### src/hdl/tlvi_pkg.sv
// Constants, types and functions of the interrupt controller
package tlvi_pkg;

    // ------------------------------------------------------------
    // Special-function register addresses
    // ------------------------------------------------------------
    localparam logic [7:0] ADDR_EN_PRI  = 8'hA8;   // irq_enable_primary
    localparam logic [7:0] ADDR_LVL_PRI = 8'hB8;   // irq_level_primary
    localparam logic [7:0] ADDR_EN_EXT  = 8'hE6;   // irq_enable_extended
    localparam logic [7:0] ADDR_LVL_EXT = 8'hF6;   // irq_level_extended

    // ------------------------------------------------------------
    // Field positions
    // ------------------------------------------------------------
    localparam int BIT_GATE  = 7;                   // global_irq_gate
    localparam int BIT_EXT1  = 6;
    localparam int BIT_TMR3  = 5;
    localparam int BIT_SER   = 4;
    localparam int BIT_TICK  = 3;
    localparam int BIT_TMR2  = 1;
    localparam int BIT_EXT0  = 0;
    localparam int BIT_FREQ  = 2;                   // Extended registers
    localparam int BIT_SOFT0 = 3;
    localparam int BIT_SOFT1 = 4;

    // ------------------------------------------------------------
    // Reset values and access masks
    // ------------------------------------------------------------
    localparam logic [7:0] EN_PRI_RST  = 8'h00;
    localparam logic [7:0] LVL_PRI_RST = 8'h00;
    localparam logic [7:0] EN_EXT_RST  = 8'h00;
    localparam logic [7:0] LVL_EXT_RST = 8'h00;
    localparam logic [7:0] LVL_PRI_WMASK = 8'h7F;   // Top bit is fixed
    localparam logic [7:0] LVL_PRI_RDSET = 8'h80;   // Top bit reads one
    localparam logic [7:0] EXT_WMASK     = 8'h1C;   // Bits 4:2 only
    localparam logic [7:0] RD_UNMAPPED   = 8'h00;

    // ------------------------------------------------------------
    // Source slots in fixed arbitration order
    // ------------------------------------------------------------
    localparam int NUM_SRC    = 12;
    localparam int SLOT_EXT0  = 0;
    localparam int SLOT_TMR2  = 1;
    localparam int SLOT_TICK  = 3;
    localparam int SLOT_SER   = 4;
    localparam int SLOT_TMR3  = 5;
    localparam int SLOT_EXT1  = 6;
    localparam int SLOT_FREQ  = 9;
    localparam int SLOT_SOFT0 = 10;
    localparam int SLOT_SOFT1 = 11;
    localparam logic [11:0] SLOT_RESERVED = 12'h184; // Slots 2, 7 and 8

    // ------------------------------------------------------------
    // Vectors and timing
    // ------------------------------------------------------------
    localparam logic [15:0] RESET_VEC     = 16'h0000;
    localparam logic [15:0] VEC_BASE      = 16'h0003;
    localparam int          DETECT_CYCLES = 1;
    localparam int          CALL_CYCLES   = 4;

    // Call sequencer states
    typedef enum logic {
        ST_IDLE = 1'b0,
        ST_CALL = 1'b1
    } tlvi_state_t;

    // Lowest set bit index, the fixed-order winner
    function automatic logic [3:0] firstSet(input logic [11:0] v);
        logic [3:0] r;
        r = 4'h0;
        for (int i = NUM_SRC - 1; i >= 0; i--)
        begin
            if (v[i])
                r = 4'(i);
        end
        return r;
    endfunction

    // Service address of a slot, eight bytes apart
    function automatic logic [15:0] vecAddr(input logic [3:0] idx);
        return VEC_BASE + {9'h000, idx, 3'h0};
    endfunction

endpackage

### src/hdl/tlvi_arb_if.sv
// Controller to arbiter signals
`timescale 1ns/1ps
interface tlvi_arb_if;
    logic [11:0] req;
    logic [11:0] high;
    logic        winValid;
    logic [3:0]  winIdx;
    logic        winHigh;

    // Controller drives requests and levels
    modport ctrl (output req, output high, input winValid, input winIdx, input winHigh);
    // Arbiter returns the winner
    modport arb  (input req, input high, output winValid, output winIdx, output winHigh);
endinterface

### src/hdl/tlvi_arbiter.sv
// Two-level fixed-order arbiter
`timescale 1ns/1ps
module tlvi_arbiter
(
    // Requests in, winner out
    tlvi_arb_if.arb arb
);

    logic [11:0] reqHigh;
    logic [11:0] reqLow;

    // ------------------------------------------------------------
    // Level first, then lowest slot number
    // ------------------------------------------------------------
    always_comb
    begin
        reqHigh      = arb.req & arb.high & ~tlvi_pkg::SLOT_RESERVED;
        reqLow       = arb.req & ~arb.high & ~tlvi_pkg::SLOT_RESERVED;
        arb.winValid = |(reqHigh | reqLow);
        arb.winHigh  = |reqHigh;
        if (|reqHigh)
            arb.winIdx = tlvi_pkg::firstSet(reqHigh);
        else
            arb.winIdx = tlvi_pkg::firstSet(reqLow);
    end

endmodule // tlvi_arbiter

### src/hdl/tlvi_ctrl.sv
// Two-level vectored interrupt controller top
//
// Notes on behaviour
// - Nine sources in twelve slots, each with vector, enable and level bit.
// - Software-set flags request like hardware events.
// - High requests preempt low routines; nothing preempts a high routine.
// - One level bit per source, primary or extended register.
// - All sources start at low level after reset.
// - Ties: high level first, then fixed order.
// - Lowest slot number wins; vectors from 0x0003.
// - Clock tick is slot 3, vector 0x001B, enable and level bit 3.
// - Sampled every clock; one detect cycle plus four call cycles.
// - Fetch stalls lengthen the call.
// - After a return, one instruction completes before the next call.
// - Equal or lower level waits for return plus one instruction.
// - Global gate bit 7 blocks all sources when zero.
// - Enable bits: ext1 6, timer3 5, serializer 4, tick 3, timer2 1, ext0 0.
// - Timer 3 requests on either overflow flag.
// - Flags set regardless of enable; disabled flags are ignored.
// - Requests held while gate is zero are serviced once it returns.
// - Vectoring never clears a flag; software does.
// - A flag still set after return raises a fresh request.
`timescale 1ns/1ps
module tlvi_ctrl
#(
    parameter int CALL_CYCLES = tlvi_pkg::CALL_CYCLES
)
(
    // Clock and reset
    input  wire logic        mclk,
    input  wire logic        rst_n,

    // Special-function register port
    input  wire logic [7:0]  sfrAddr,
    input  wire logic        sfrWrite,
    input  wire logic [7:0]  sfrWrData,
    output logic      [7:0]  sfrRdData,

    // Pending flags from peripherals, same clock
    input  wire logic        extEdge0Flag,
    input  wire logic        timerTwoLowFlag,
    input  wire logic        timerTwoHighFlag,
    input  wire logic        clockTickFlag,
    input  wire logic        serializerFlag,
    input  wire logic        timerThreeLowOverflow,
    input  wire logic        timerThreeHighOverflow,
    input  wire logic        extEdge1Flag,
    input  wire logic        freqCountFlag,
    input  wire logic        softSource0Flag,
    input  wire logic        softSource1Flag,

    // Processor core status
    input  wire logic        coreInstrDone,
    input  wire logic        coreReturnDone,
    input  wire logic        coreFetchStall,

    // Call request and service state to the core
    output logic             irqCall,
    output logic      [15:0] irqVector,
    output logic             irqHigh,
    output logic             irqPending,
    output logic             svcLowActive,
    output logic             svcHighActive,
    output logic             globalIrqGate
);

    localparam int CNT_W = $clog2(CALL_CYCLES + 1);
    localparam logic [CNT_W-1:0] CALL_LOAD = CNT_W'(CALL_CYCLES);
    localparam logic [CNT_W-1:0] CALL_LAST = CNT_W'(1);

    // Refuse settings the sequencer cannot serve
    initial
    begin
        if (CALL_CYCLES < 1)
            $error("CALL_CYCLES must be at least one");
    end

    // ------------------------------------------------------------
    // Declarations
    // ------------------------------------------------------------
    tlvi_arb_if arbBus ();

    logic [7:0]  enPrimary_ff,   nxt_enPrimary;
    logic [6:0]  lvlPrimary_ff,  nxt_lvlPrimary;
    logic [7:0]  enExtended_ff,  nxt_enExtended;
    logic [7:0]  lvlExtended_ff, nxt_lvlExtended;
    logic [7:0]  rdData_ff,      nxt_rdData;

    logic        candValid_ff,   nxt_candValid;
    logic [3:0]  candIdx_ff,     nxt_candIdx;
    logic        candHigh_ff,    nxt_candHigh;

    tlvi_pkg::tlvi_state_t state_ff, nxt_state;
    logic [CNT_W-1:0] callCnt_ff, nxt_callCnt;
    logic        call_ff,        nxt_call;
    logic [15:0] vector_ff,      nxt_vector;
    logic        high_ff,        nxt_high;
    logic        svcLow_ff,      nxt_svcLow;
    logic        svcHigh_ff,     nxt_svcHigh;

    logic [11:0] flags;
    logic [11:0] enables;
    logic [11:0] levels;
    logic        take;

    // ------------------------------------------------------------
    // Register file
    // ------------------------------------------------------------

    // Writes; level bit 7 and extended bits outside 4:2 held, primary bit 2 written
    always_comb
    begin
        nxt_enPrimary   = enPrimary_ff;
        nxt_lvlPrimary  = lvlPrimary_ff;
        nxt_enExtended  = enExtended_ff;
        nxt_lvlExtended = lvlExtended_ff;
        if (sfrWrite)
        begin
            unique case (sfrAddr)
                tlvi_pkg::ADDR_EN_PRI:  nxt_enPrimary   = sfrWrData;
                tlvi_pkg::ADDR_LVL_PRI: nxt_lvlPrimary  =
                    sfrWrData[6:0] & tlvi_pkg::LVL_PRI_WMASK[6:0];
                tlvi_pkg::ADDR_EN_EXT:  nxt_enExtended  = sfrWrData & tlvi_pkg::EXT_WMASK;
                tlvi_pkg::ADDR_LVL_EXT: nxt_lvlExtended = sfrWrData & tlvi_pkg::EXT_WMASK;
                default:                nxt_enPrimary   = enPrimary_ff;
            endcase
        end
    end

    // Read data, one cycle after address
    always_comb
    begin
        unique case (sfrAddr)
            tlvi_pkg::ADDR_EN_PRI:  nxt_rdData = enPrimary_ff;
            tlvi_pkg::ADDR_LVL_PRI: nxt_rdData = tlvi_pkg::LVL_PRI_RDSET | {1'b0, lvlPrimary_ff};
            tlvi_pkg::ADDR_EN_EXT:  nxt_rdData = enExtended_ff;
            tlvi_pkg::ADDR_LVL_EXT: nxt_rdData = lvlExtended_ff;
            default:                nxt_rdData = tlvi_pkg::RD_UNMAPPED;
        endcase
    end

    // Register storage
    always_ff @(posedge mclk or negedge rst_n)
    begin
        if (!rst_n)
        begin
            enPrimary_ff   <= tlvi_pkg::EN_PRI_RST;
            lvlPrimary_ff  <= tlvi_pkg::LVL_PRI_RST[6:0];
            enExtended_ff  <= tlvi_pkg::EN_EXT_RST;
            lvlExtended_ff <= tlvi_pkg::LVL_EXT_RST;
            rdData_ff      <= tlvi_pkg::RD_UNMAPPED;
        end
        else
        begin
            enPrimary_ff   <= nxt_enPrimary;
            lvlPrimary_ff  <= nxt_lvlPrimary;
            enExtended_ff  <= nxt_enExtended;
            lvlExtended_ff <= nxt_lvlExtended;
            rdData_ff      <= nxt_rdData;
        end
    end

    // ------------------------------------------------------------
    // Source mapping and gating
    // ------------------------------------------------------------

    // Sources placed in fixed-order slots
    always_comb
    begin
        flags   = 12'h000;
        enables = 12'h000;
        levels  = 12'h000;
        flags[tlvi_pkg::SLOT_EXT0]    = extEdge0Flag;
        flags[tlvi_pkg::SLOT_TMR2]    = timerTwoLowFlag | timerTwoHighFlag;
        flags[tlvi_pkg::SLOT_TICK]    = clockTickFlag;
        flags[tlvi_pkg::SLOT_SER]     = serializerFlag;
        flags[tlvi_pkg::SLOT_TMR3]    = timerThreeLowOverflow | timerThreeHighOverflow;
        flags[tlvi_pkg::SLOT_EXT1]    = extEdge1Flag;
        flags[tlvi_pkg::SLOT_FREQ]    = freqCountFlag;
        flags[tlvi_pkg::SLOT_SOFT0]   = softSource0Flag;
        flags[tlvi_pkg::SLOT_SOFT1]   = softSource1Flag;
        enables[tlvi_pkg::SLOT_EXT0]  = enPrimary_ff[tlvi_pkg::BIT_EXT0];
        enables[tlvi_pkg::SLOT_TMR2]  = enPrimary_ff[tlvi_pkg::BIT_TMR2];
        enables[tlvi_pkg::SLOT_TICK]  = enPrimary_ff[tlvi_pkg::BIT_TICK];
        enables[tlvi_pkg::SLOT_SER]   = enPrimary_ff[tlvi_pkg::BIT_SER];
        enables[tlvi_pkg::SLOT_TMR3]  = enPrimary_ff[tlvi_pkg::BIT_TMR3];
        enables[tlvi_pkg::SLOT_EXT1]  = enPrimary_ff[tlvi_pkg::BIT_EXT1];
        enables[tlvi_pkg::SLOT_FREQ]  = enExtended_ff[tlvi_pkg::BIT_FREQ];
        enables[tlvi_pkg::SLOT_SOFT0] = enExtended_ff[tlvi_pkg::BIT_SOFT0];
        enables[tlvi_pkg::SLOT_SOFT1] = enExtended_ff[tlvi_pkg::BIT_SOFT1];
        levels[tlvi_pkg::SLOT_EXT0]   = lvlPrimary_ff[tlvi_pkg::BIT_EXT0];
        levels[tlvi_pkg::SLOT_TMR2]   = lvlPrimary_ff[tlvi_pkg::BIT_TMR2];
        levels[tlvi_pkg::SLOT_TICK]   = lvlPrimary_ff[tlvi_pkg::BIT_TICK];
        levels[tlvi_pkg::SLOT_SER]    = lvlPrimary_ff[tlvi_pkg::BIT_SER];
        levels[tlvi_pkg::SLOT_TMR3]   = lvlPrimary_ff[tlvi_pkg::BIT_TMR3];
        levels[tlvi_pkg::SLOT_EXT1]   = lvlPrimary_ff[tlvi_pkg::BIT_EXT1];
        levels[tlvi_pkg::SLOT_FREQ]   = lvlExtended_ff[tlvi_pkg::BIT_FREQ];
        levels[tlvi_pkg::SLOT_SOFT0]  = lvlExtended_ff[tlvi_pkg::BIT_SOFT0];
        levels[tlvi_pkg::SLOT_SOFT1]  = lvlExtended_ff[tlvi_pkg::BIT_SOFT1];
    end

    // Masked flags wait in the peripherals
    assign arbBus.req  = flags & enables & {12{enPrimary_ff[tlvi_pkg::BIT_GATE]}};
    assign arbBus.high = levels;

    // Arbiter by level then order
    tlvi_arbiter u_arbiter
    (
        .arb (arbBus.arb)
    );

    // ------------------------------------------------------------
    // Detection stage
    // ------------------------------------------------------------

    // Winner sampled every clock, one detect cycle
    always_comb
    begin
        nxt_candValid = arbBus.winValid;
        nxt_candIdx   = arbBus.winIdx;
        nxt_candHigh  = arbBus.winHigh;
    end

    // Detection registers
    always_ff @(posedge mclk or negedge rst_n)
    begin
        if (!rst_n)
        begin
            candValid_ff <= 1'b0;
            candIdx_ff   <= 4'h0;
            candHigh_ff  <= 1'b0;
        end
        else
        begin
            candValid_ff <= nxt_candValid;
            candIdx_ff   <= nxt_candIdx;
            candHigh_ff  <= nxt_candHigh;
        end
    end

    // ------------------------------------------------------------
    // Acceptance, call sequencing and nesting
    // ------------------------------------------------------------

    // Taken at an instruction boundary; a return is no boundary
    assign take = (state_ff == tlvi_pkg::ST_IDLE) && coreInstrDone && candValid_ff
                  && !svcHigh_ff
                  && (!svcLow_ff || candHigh_ff);

    // Call counter, vector, and two-deep level stack
    always_comb
    begin
        nxt_state   = state_ff;
        nxt_callCnt = callCnt_ff;
        nxt_vector  = vector_ff;
        nxt_high    = high_ff;
        nxt_svcLow  = svcLow_ff;
        nxt_svcHigh = svcHigh_ff;
        // Pop the innermost level on return
        if (coreReturnDone)
        begin
            if (svcHigh_ff)
                nxt_svcHigh = 1'b0;
            else
                nxt_svcLow  = 1'b0;
        end
        unique case (state_ff)
            tlvi_pkg::ST_IDLE:
            begin
                if (take)
                begin
                    nxt_state   = tlvi_pkg::ST_CALL;
                    nxt_callCnt = CALL_LOAD;
                    nxt_vector  = tlvi_pkg::vecAddr(candIdx_ff);
                    nxt_high    = candHigh_ff;
                    if (candHigh_ff)
                        nxt_svcHigh = 1'b1;
                    else
                        nxt_svcLow  = 1'b1;
                end
            end
            tlvi_pkg::ST_CALL:
            begin
                // Flags are left alone; software clears them
                if (!coreFetchStall)
                begin
                    if (callCnt_ff == CALL_LAST)
                        nxt_state = tlvi_pkg::ST_IDLE;
                    else
                        nxt_callCnt = callCnt_ff - CALL_LAST;
                end
            end
        endcase
        nxt_call = (nxt_state == tlvi_pkg::ST_CALL);
    end

    // Sequencer and nesting registers
    always_ff @(posedge mclk or negedge rst_n)
    begin
        if (!rst_n)
        begin
            state_ff   <= tlvi_pkg::ST_IDLE;
            callCnt_ff <= '0;
            call_ff    <= 1'b0;
            vector_ff  <= tlvi_pkg::RESET_VEC;
            high_ff    <= 1'b0;
            svcLow_ff  <= 1'b0;
            svcHigh_ff <= 1'b0;
        end
        else
        begin
            state_ff   <= nxt_state;
            callCnt_ff <= nxt_callCnt;
            call_ff    <= nxt_call;
            vector_ff  <= nxt_vector;
            high_ff    <= nxt_high;
            svcLow_ff  <= nxt_svcLow;
            svcHigh_ff <= nxt_svcHigh;
        end
    end

    // ------------------------------------------------------------
    // Outputs
    // ------------------------------------------------------------

    // All outputs straight from flip-flops
    assign sfrRdData     = rdData_ff;
    assign irqCall       = call_ff;
    assign irqVector     = vector_ff;
    assign irqHigh       = high_ff;
    assign irqPending    = candValid_ff;
    assign svcLowActive  = svcLow_ff;
    assign svcHighActive = svcHigh_ff;
    assign globalIrqGate = enPrimary_ff[tlvi_pkg::BIT_GATE];

endmodule // tlvi_ctrl

### config.mk
export PLATFORM = sky130hd
export DESIGN_NAME = tlvi_ctrl
export DESIGN_NICKNAME = d
export VERILOG_FILES = /design/src/hdl/tlvi_pkg.sv /design/src/hdl/tlvi_arb_if.sv /design/src/hdl/tlvi_arbiter.sv /design/src/hdl/tlvi_ctrl.sv
export SDC_FILE = /design/constraint.sdc
export NUM_CORES = 1
export LEC_CHECK = 0
export ABC_AREA = 1
export BUFFER_PORTS_ARGS = -buffer_cell sky130_fd_sc_hd__clkbuf_2
export CORE_MARGIN = 2
export CORE_UTILIZATION = 55
export CTS_CLUSTER_SIZE = 8
export DETAILED_ROUTE_END_ITERATION = 10
export HOLD_SLACK_MARGIN = 0.08
export PLACE_DENSITY = 0.89
export SYNTH_ARGS = -nofsm -noshare
export SYNTH_HDL_FRONTEND = slang
export SYNTH_SLANG_ARGS = --single-unit
### constraint.sdc
create_clock -name mclk -period 2.25 [get_ports mclk]
set_input_delay 0.45 -clock mclk [delete_from_list [all_inputs] [get_ports mclk]]
set_output_delay 0.45 -clock mclk [all_outputs]
set_load 0.01 [all_outputs]
==> metrics.md, run 1 <==
| Metric | Value |
|---|---|
| Outcome | `completed` |
| Most frequent cells after synthesis | `107 x nand2_1, 47 x dfrtp_1, 44 x inv_1` |
| # port buffers | `52` |
| Family with the most delay on the worst path | `flip-flops` |
| Total grt overflow | `0` |
| Post-synth EDFFs | `0` |
| Fill count | `362` |
| Leak | `1.664 nW` |
| Hold violation count in the final report | `0` |
| Total track usage | `about a fifth` |
| Clk sinks | `47` |
| Post-CTS resize count | `0` |
| FP Rows | `24` |
| Num CTS Buffers | `5` |
| Peak supply drop | `roughly 0.45 mV` |
| Share of layout cells above drive strength 1 | `about 22%` |
| Syn avg cell area | `7.839 µm²` |
| Setup slack after layout | `0.4872 ns` |
| CTS H-tree lvls | `2` |
| Routed length on met3 | `388 µm` |
| Worst Setup Start Kind | `flop` |
| Die W | `about 72 µm` |
| Tcrit/Tclk final | `78.35%` |
| WL met2 | `2513 µm` |
| Vias per inst | `5.245` |
| Hpwl dp | `4092 µm` |
| Pre-antenna DRT Iters | `4` |
| Core ar. | `4384 µm²` |
| RSZ-0062 raised after global routing | `no` |
| Fmax | `approximately 0.57 GHz` |
| Post-synth top area share | `between 40% and 50%` |
| Overall power | `2.209 mW` |
| Worst hold slack | `slightly above 0.1 ns` |
| GP Congestion | `0.9233` |
| Setup TNS Final | `0 ns` |
| Root buffer selected by CTS | `clkbuf_8` |
| Max Cap Violations | `0` |
| Fin crit period | `approximately 1.8 ns` |
| Relative slew slack | `56.06%` |
| Layout Skew | `0.006726 ns` |
| Post-DRT Antenna Nets | `0` |
| DR iter-0 viols | `112` |
| Crit end category | `output port` |
| Via count | `around 2200` |
| CP max stage delay | `approximately 0.77 ns` |
| WL per Instance | `11.96 µm` |
| Pin count of the biggest net entering global routing | `29` |
| DRC | `0` |
| Dpl ws | `0.5516 ns` |
| Final setup fails | `0` |
| Starting Density | `57.39%` |
| Sequential area share after synthesis | `46.74%` |
| Fin nets | `410` |
| First-pass GRT wire length | `8611 µm` |
| Post-synth top flop | `dfrtp_1` |
| Most numerous cell in the Yosys netlist | `nand2_1` |
| Number of diodes | `0` |
| Ranking of synthesized cells by area | `dfrtp_1 47%, nand2_1 16%, inv_1 6.6%` |
| Vias in the first global route | `about 2000` |
| Hold-fix buffers, CTS | `0` |
| Post-Route WL | `5120 µm` |
| Crit path DAT | `1.31 ns` |
| Crit path max-delay cell type | `dfrtp_1` |
| Mapped cell area | `2516 µm²` |
| Mapped Cells | `321` |
| Die H | `71.64 µm` |
| Pwr/cell area | `~770 nW/µm²` |
| Initial antenna violation count | `0` |
| Worst-path maximum fanout | `19` |
| Worst skew pair latency | `about 0.29 ns` |
| IO Pins | `63` |
| Post-synth ARST share | `100.0%` |
| Yosys warnings | `0` |
| Top layer in use | `met4` |
| Setup bufs post-CTS | `0` |
| CTS Buffer Depth | `2` |
| Number of synthesized register bits | `47` |
| Leading area contributor after synthesis | `dfrtp_1` |
| Met1 wire length | `2149 µm` |
| Worst hold path type | `in2async` |
| Area grow syn2layout | `14.12%` |
| Required time of the worst setup path | `between 1.5 and 2 ns` |
| Clock transition at path regs | `roughly 0.080 ns` |
| Final Max Tran Viols | `0` |
| CP Buf/Inv Count | `1` |
| CP Cell Sequence | `clkbuf_2` |
| Die Area | `5132 µm²` |
| Actual slew at the worst max-slew pin | `0.6592 ns` |
| Post-synthesis cell type count | `30` |
| Worst Setup Path Type | `reg2out` |
| CTS tree | `done` |
==> report_power, final <==
part,switching (mW),internal (mW)
clock,0.256,0.280
sequential,0.0983,0.968
combinational,0.370,0.236
total,0.725,1.48
==> layer usage <==
metal  vias to the layer above  GRT usage, %
met3                         9         4.641
met1                      1031         26.96
met5                         -             0
li1                       1105             -
met4                         0         6.289
met2                       100         36.93
==> worst paths after layout <==
check / start / end / slack, ns / cells past startpoint
setup / recovery: enPrimary_ff[7]$_DFFE_PN0P_ / globalIrqGate / 0.49 / 1
hold / removal: rst_n / irqCall$_DFF_PN0_ / 0.10 / 1
setup reg to reg: enPrimary_ff[7]$_DFFE_PN0P_ / candIdx_ff[1]$_DFF_PN0_ / 0.50 / 9
hold reg to reg: candIdx_ff[0]$_DFF_PN0_ / irqVector[3]$_DFFE_PN0P_ / 0.44 / 2
max in group asynchronous: rst_n / enPrimary_ff[4]$_DFFE_PN0P_ / 1.63 / 2
min in group mclk: sfrWrData[1] / enPrimary_ff[1]$_DFFE_PN0P_ / 0.38 / 3
==> cell type report <==
class / count / area [µm²] / area share [%]
Timing Repair Buffer: 53 / 280.3 / 9.760
Inverter: 47 / 176.4 / 6.144
Clock buffer: 8 / 100.1 / 3.486
Tap cell: 52 / 65.06 / 2.266
Sequential cell: 47 / 1176 / 40.96
Multi-Input combinational cell: 221 / 1074 / 37.39
==> cell usage in the layout, fill, tap and decap left out, drive strengths merged <==
cell / Yosys / layout
nand3b: 1 / 1
o22ai: 4 / 4
clkbuf: 0 / 60
o2111ai: 3 / 3
o21ai: 29 / 29
inv: 47 / 47
or2: 2 / 2
nand2: 110 / 110
nor2: 24 / 24
a21oi: 2 / 2
nor4: 1 / 1
a311oi: 1 / 1
nand4: 17 / 17
nand3: 13 / 13
dfrtp: 47 / 47
conb: 1 / 10
nor3: 2 / 2
buf: 15 / 1
ha: 2 / 2
==> registers in the layout (all words and copies together) (netlist names), 3 cells and up <==
name / count
callCnt_ff: 3
candIdx_ff: 4
enExtended_ff: 3
enPrimary_ff: 8
irqVector: 5
lvlExtended_ff: 3
lvlPrimary_ff: 7
sfrRdData: 8
==> stage by stage <==
step                std cells  util (%)  cell area [µm²]
floorplan                 330         -             2550
global placement          420     63.21             2771
detailed placement        420     63.21             2771
CTS                       428     65.50             2872
global route              428     65.50             2872
finish                    428     65.50             2872
==> kinds of logic (layout without fill, tap and decap cells) <==
logic type,count (synthesis),in the layout,share of synthesized area (%)
buf+inv,62,108,11.93
flops,47,47,46.74
compound gates,39,39,8.851
simple gates,170,170,31.33
other cells,1,10,0.1490
fa+ha+maj,2,2,0.9944
No activity file was read; power rests on OpenSTA's default activity.
==> run 2, diff against run 1 <==
Settings changed: CORE_UTILIZATION 55 to 53, PLACE_DENSITY 0.89 to 0.87.
Clock period 2.25 ns to 1.65 ns, I/O delays scaled along.
==> metrics.md, run 2 (synthesis gave the netlist of run 1 again) <==
| Metric | Value |
|---|---|
| Actual slew at the worst max-slew pin | `0.5776 ns` |
| CTS Buffer Depth | `2` |
| First-pass GRT wire length | `roughly 9300 µm` |
| Area grow syn2layout | `15.61%` |
| Layout Skew | `0.005266 ns` |
| Worst-path maximum fanout | `13` |
| IO Pins | `63` |
| Die W | `72.90 µm` |
| Peak supply drop | `0.5056 mV` |
| Setup bufs post-CTS | `0` |
| RR Endpoint | `candIdx_ff[3]$_DFF_PN0_` |
| Worst r2r src | `enPrimary_ff[7]$_DFFE_PN0P_` |
| Clock transition at path regs | `~0.080 ns` |
| GRT met3 Usage | `4.696%` |
| Root buffer selected by CTS | `clkbuf_8` |
| Total grt overflow | `0` |
| Setup slack after layout | `0.1539 ns` |
| Worst Setup Start Kind | `flop` |
| Most common cell after layout, fill and taps aside | `nand2_1` |
| DRC | `0` |
| Overall power | `slightly above 3 mW` |
| DR iter-0 viols | `between 100 and 150` |
| Setup TNS Final | `0 ns` |
| Initial antenna violation count | `0` |
| Total track usage | `22.71%` |
| Max Cap Violations | `0` |
| Pwr/cell area | `1065 nW/µm²` |
| Relative slew slack | `61.17%` |
| Tcrit/Tclk final | `90.67%` |
| Clk sinks | `47` |
| Dpl ws | `0.1951 ns` |
| WL per Instance | `12.66 µm` |
| CTS H-tree lvls | `2` |
| Die Area | `5314 µm²` |
| Worst hold path type | `in2reg` |
| Starting Density | `between 50% and 60%` |
| Hpwl dp | `a little over 4000 µm` |
| RSZ-0062 raised after global routing | `no` |
| R2R depth | `8` |
| Hold Path Stages | `3` |
| Most frequent cells in the layout | `107 x nand2_1, 52 x clkbuf_2, 47 x dfrtp_1` |
| Grt peak-use layer | `met2` |
| End of the worst hold path | `enPrimary_ff[7]$_DFFE_PN0P_` |
| Worst Setup Path Type | `reg2reg` |
| Leak | `1.680 nW` |
| Core Util, Final | `62.42%` |
| Vias in the first global route | `2077` |
| Pre-antenna DRT Iters | `5` |
| Crit end category | `flop` |
| Post-CTS resize count | `0` |
| Fmax | `between 0.6 and 0.7 GHz` |
| CP Cell Sequence | `buf_4, nand4_1, nand3_2, nor2_2, nand2_2, inv_2, nand3_1, nand2_1` |
| M2 GR Usage | `approximately 39%` |
| Fill count | `394` |
| Crit path DAT | `approximately 1.7 ns` |
| FP Rows | `25` |
| Fin crit period | `~1.5 ns` |
| Via count | `approximately 2300` |
| Share of layout cells above drive strength 1 | `21.90%` |
| Core ar. | `approximately 4700 µm²` |
| Die H | `72.90 µm` |
| Vias per inst | `5.337` |
| Post-Route WL | `5482 µm` |
| Worst reg-to-reg setup slack | `0.15 ns` |
| Outcome | `completed` |
| CTS tree | `done` |
| CP max stage delay | `between 0.4 and 0.5 ns` |
| # port buffers | `52` |
| Worst skew pair latency | `0.30 ns` |
| Number of diodes | `0` |
| Hold violation count in the final report | `0` |
| GR Util met1 | `28.19%` |
| Pin count of the biggest net entering global routing | `48` |
| Required time of the worst setup path | `1.84 ns` |
| Final Max Tran Viols | `0` |
| GP Congestion | `0.8830` |
| Post-DRT Antenna Nets | `0` |
| Crit path max-delay cell type | `dfrtp_1` |
| Hold Startpoint | `sfrWrData[7]` |
| Fin nets | `414` |
| Num CTS Buffers | `5` |
| Final setup fails | `0` |
## run 2: metal layers
metal	part of all wire, %	wire (µm)
met3	6.8	375
met1	41	2268
met5	0	0
met2	49	2712
met4	2.3	125
## run 2: worst max-delay path: cells and delay by family (launching register included)
family / cells / cell delay, ns
flops: 1 / 0.46
buf+inv: 2 / 0.30
simple gates: 6 / 0.63
## run 2: final cells by class
type / count / area [µm²] / share of cell area (%)
clock buffers: 6 / 72.57 / 2.495
clock inverters: 1 / 30.03 / 1.032
inverters: 47 / 176.4 / 6.065
multi-input cells: 221 / 1074 / 36.90
flip-flops and latches: 47 / 1176 / 40.43
well taps: 54 / 67.56 / 2.323
repair buffers: 57 / 312.8 / 10.75
## run 2: how the worst max path moves through the flow
stage / startpoint / end / slack, ns / depth (start not counted)
final: enPrimary_ff[7]$_DFFE_PN0P_ / candIdx_ff[3]$_DFF_PN0_ / 0.15 / 8
after detailed placement: enPrimary_ff[7]$_DFFE_PN0P_ / candIdx_ff[3]$_DFF_PN0_ / 0.20 / 8
after global placement: sfrAddr[0] / enPrimary_ff[1]$_DFFE_PN0P_ / 0.26 / 7
after CTS: enPrimary_ff[7]$_DFFE_PN0P_ / candIdx_ff[3]$_DFF_PN0_ / 0.18 / 8
after floorplan: enPrimary_ff[7]$_DFFE_PN0P_ / candIdx_ff[0]$_DFF_PN0_ / 0.38 / 9
after global routing: enPrimary_ff[7]$_DFFE_PN0P_ / candIdx_ff[0]$_DFF_PN0_ / 0.05 / 8
## run 2: through the flow
step / area [µm²] / cells / hold slack, ns
after detailed placement: 2796 / 425 / 0.3322
after CTS: 2909 / 433 / 0.2452
final: 2909 / 433 / 0.2488
after global placement: 2796 / 425 / 0.3302
after global routing: 2909 / 433 / 0.2577
after floorplan: 2550 / 330 / 0.03441
## run 2: timing repair
item | 4_1_cts | 5_1_grt
setup endpoints to repair | 0 | 0
hold endpoints to repair | 47 | 0
hold buffers | 1 | 0
## run 2: where the power goes
group	switching (mW)	total, mW	internal (mW)
logic	0.529	0.856	0.327
clock network	0.355	0.799	0.444
registers	0.123	1.44	1.32
total	1.01	3.10	2.09
==> run 3, diff against run 2 <==
Clock period 1.65 ns to 1.7 ns, I/O delays scaled along.
==> metrics.md, run 3 (synthesis gave the netlist of run 1 again) <==
| Metric | Value |
|---|---|
| Outcome | `completed` |
| Hpwl dp | `about 4100 µm` |
| R2R depth | `10` |
| Die W | `~73 µm` |
| Layout Skew | `0.003824 ns` |
| Total track usage | `21.57%` |
| Hold violation count in the final report | `0` |
| Clock transition at path regs | `0.08 ns` |
| Vias per inst | `slightly above 5` |
| CP Cell Sequence | `buf_12, nand4_1, nand2_1, nand2_1, nand2_1, nand2_1, nand2_1, nand2_1, nand2_1, nand2_1` |
| CP max stage delay | `about 0.5 ns` |
| Fmax | `0.6953 GHz` |
| Num CTS Buffers | `5` |
| Net Sw Frac | `33.99%` |
| Worst-path maximum fanout | `13` |
| Worst reg-to-reg setup slack | `0.26 ns` |
| Post-DRT Antenna Nets | `0` |
| Sequential power share | `49.1%` |
| Total grt overflow | `0` |
| GP Congestion | `0.8855` |
| Leak | `1.674 nW` |
| CTS H-tree lvls | `2` |
| Worst hold path type | `in2reg` |
| Worst skew pair latency | `0.29 ns` |
| DRC | `0` |
| Core ar. | `between 4000 and 5000 µm²` |
| Crit path DAT | `1.63 ns` |
| Worst Setup Path Type | `reg2reg` |
| Crit end category | `flop` |
| Clock share of power | `22.3%` |
| Actual slew at the worst max-slew pin | `0.5033 ns` |
| Pin count of the biggest net entering global routing | `48` |
| Die Area | `5314 µm²` |
| Power Internal | `1.886 mW` |
| Hold Startpoint | `sfrWrData[7]` |
| # port buffers | `52` |
| DR iter-0 viols | `a little under 100` |
| Setup slack after layout | `~0.26 ns` |
| Fin nets | `just over 400` |
| Peak supply drop | `approximately 0.46 mV` |
| Required time of the worst setup path | `1.89 ns` |
| Post-Route WL | `5176 µm` |
| Fin crit period | `between 1 and 1.5 ns` |
| Final Max Tran Viols | `0` |
| Pre-antenna DRT Iters | `5` |
| CTS Buffer Depth | `2` |
| CTS tree | `done` |
| Die H | `approximately 73 µm` |
| Hold Path Stages | `3` |
| Most frequent cells in the layout | `107 x nand2_1, 52 x clkbuf_2, 47 x dfrtp_1` |
| WL per Instance | `between 10 and 15 µm` |
| Critical path's most frequent cell | `nand2_1` |
| IO Pins | `63` |
| Most common cell after layout, fill and taps aside | `nand2_1` |
| End of the worst hold path | `enPrimary_ff[7]$_DFFE_PN0P_` |
| Comb power frac | `28.5%` |
| Final setup fails | `0` |
| Setup TNS Final | `0 ns` |
| Area grow syn2layout | `14.77%` |
| RR Endpoint | `candIdx_ff[0]$_DFF_PN0_` |
| Starting Density | `53.99%` |
| Vias in the first global route | `between 2000 and 2500` |
| Worst Setup Start Kind | `flop` |
| Switching Power | `around 970 µW` |
| Crit path max-delay cell type | `dfrtp_1` |
| Root buffer selected by CTS | `clkbuf_8` |
| First-pass GRT wire length | `8825 µm` |
| Pwr/cell area | `989.2 nW/µm²` |
| Clk sinks | `47` |
| Share of layout cells above drive strength 1 | `21.96%` |
| Initial antenna violation count | `0` |
| Number of diodes | `0` |
| Via count | `2234` |
| Worst r2r src | `enPrimary_ff[7]$_DFFE_PN0P_` |
| Max Cap Violations | `0` |
| RSZ-0062 raised after global routing | `no` |
| Relative slew slack | `66.17%` |
| Tcrit/Tclk final | `84.60%` |
| Dpl ws | `0.1847 ns` |
| FP Rows | `25` |
[run 3: changes by cell type in the layout (fill, tap and decap cells not counted)]
cell,before,now
bufinv_16,1,0
clkinv_2,0,3
buf_4,3,0
buf_12,1,2
clkbuf_1,1,0
[run 3: stage by stage]
step	cells	instance area [µm²]	power [mW]	hold WS (ns)	utilization, %
floorplan	330	2550	1.991	0.04441	-
global placement	423	2794	2.201	0.3424	59.95
detailed placement	423	2794	2.245	0.3430	59.95
CTS	432	2888	2.884	0.2489	61.96
global route	432	2888	3.070	0.2689	61.96
finish	432	2888	2.857	0.2535	61.96
[run 3: power by group through the flow]
stage | clock network [mW] | logic (mW) | registers, mW
after floorplan | 0 | 0.554 | 1.44
after detailed placement | 0 | 0.819 | 1.43
after CTS | 0.656 | 0.825 | 1.40
after global routing | 0.702 | 0.942 | 1.43
final | 0.638 | 0.814 | 1.40
after global placement | 0 | 0.785 | 1.42
[run 3: area by class of cell]
cell class	count	area, µm²
fill	408	1773
clock inverter	3	15.01
inverter	47	176.4
sequential	47	1176
timing repair buffer	55	310.3
multi-input combinational	221	1074
tap	54	67.56
clock buffer	5	68.82
[run 3: what timing repair did]
action / CTS / global route
endpoints found under the setup margin: 0 / 0
hold buffers: 1 / 0
hold endpoints to repair: 47 / 0
setup buffers: 0 / 0
gates resized for setup: 0 / 0
[run 3: routing by layer]
layer  GRT usage, %  vias up  part of all wire [%]
met5              0        -                     0
li1               -     1114                     -
met1          26.69     1035                    43
met4          7.613        0                   1.2
met3          4.282        6                   5.4
met2          37.47       79                    51
[run 3: worst max-delay path: cells and delay by family, from the launching register on]
family | cells | cell delay (ns)
AND/OR/NAND/NOR | 9 | 0.64
buffers and inverters | 1 | 0.18
flip-flops | 1 | 0.51
[run 3: worst max-delay path by stage]
stage	slack, ns	to	cells past startpoint	startpoint
2_1_floorplan	0.43	candIdx_ff[0]$_DFF_PN0_	9	enPrimary_ff[7]$_DFFE_PN0P_
3_3_place_gp	0.25	enPrimary_ff[7]$_DFFE_PN0P_	7	sfrAddr[0]
3_5_place_dp	0.18	enPrimary_ff[0]$_DFFE_PN0P_	7	sfrAddr[0]
4_1_cts	0.27	candIdx_ff[0]$_DFF_PN0_	10	enPrimary_ff[7]$_DFFE_PN0P_
5_1_grt	0.11	candIdx_ff[0]$_DFF_PN0_	10	enPrimary_ff[7]$_DFFE_PN0P_
6_report	0.26	candIdx_ff[0]$_DFF_PN0_	10	enPrimary_ff[7]$_DFFE_PN0P_
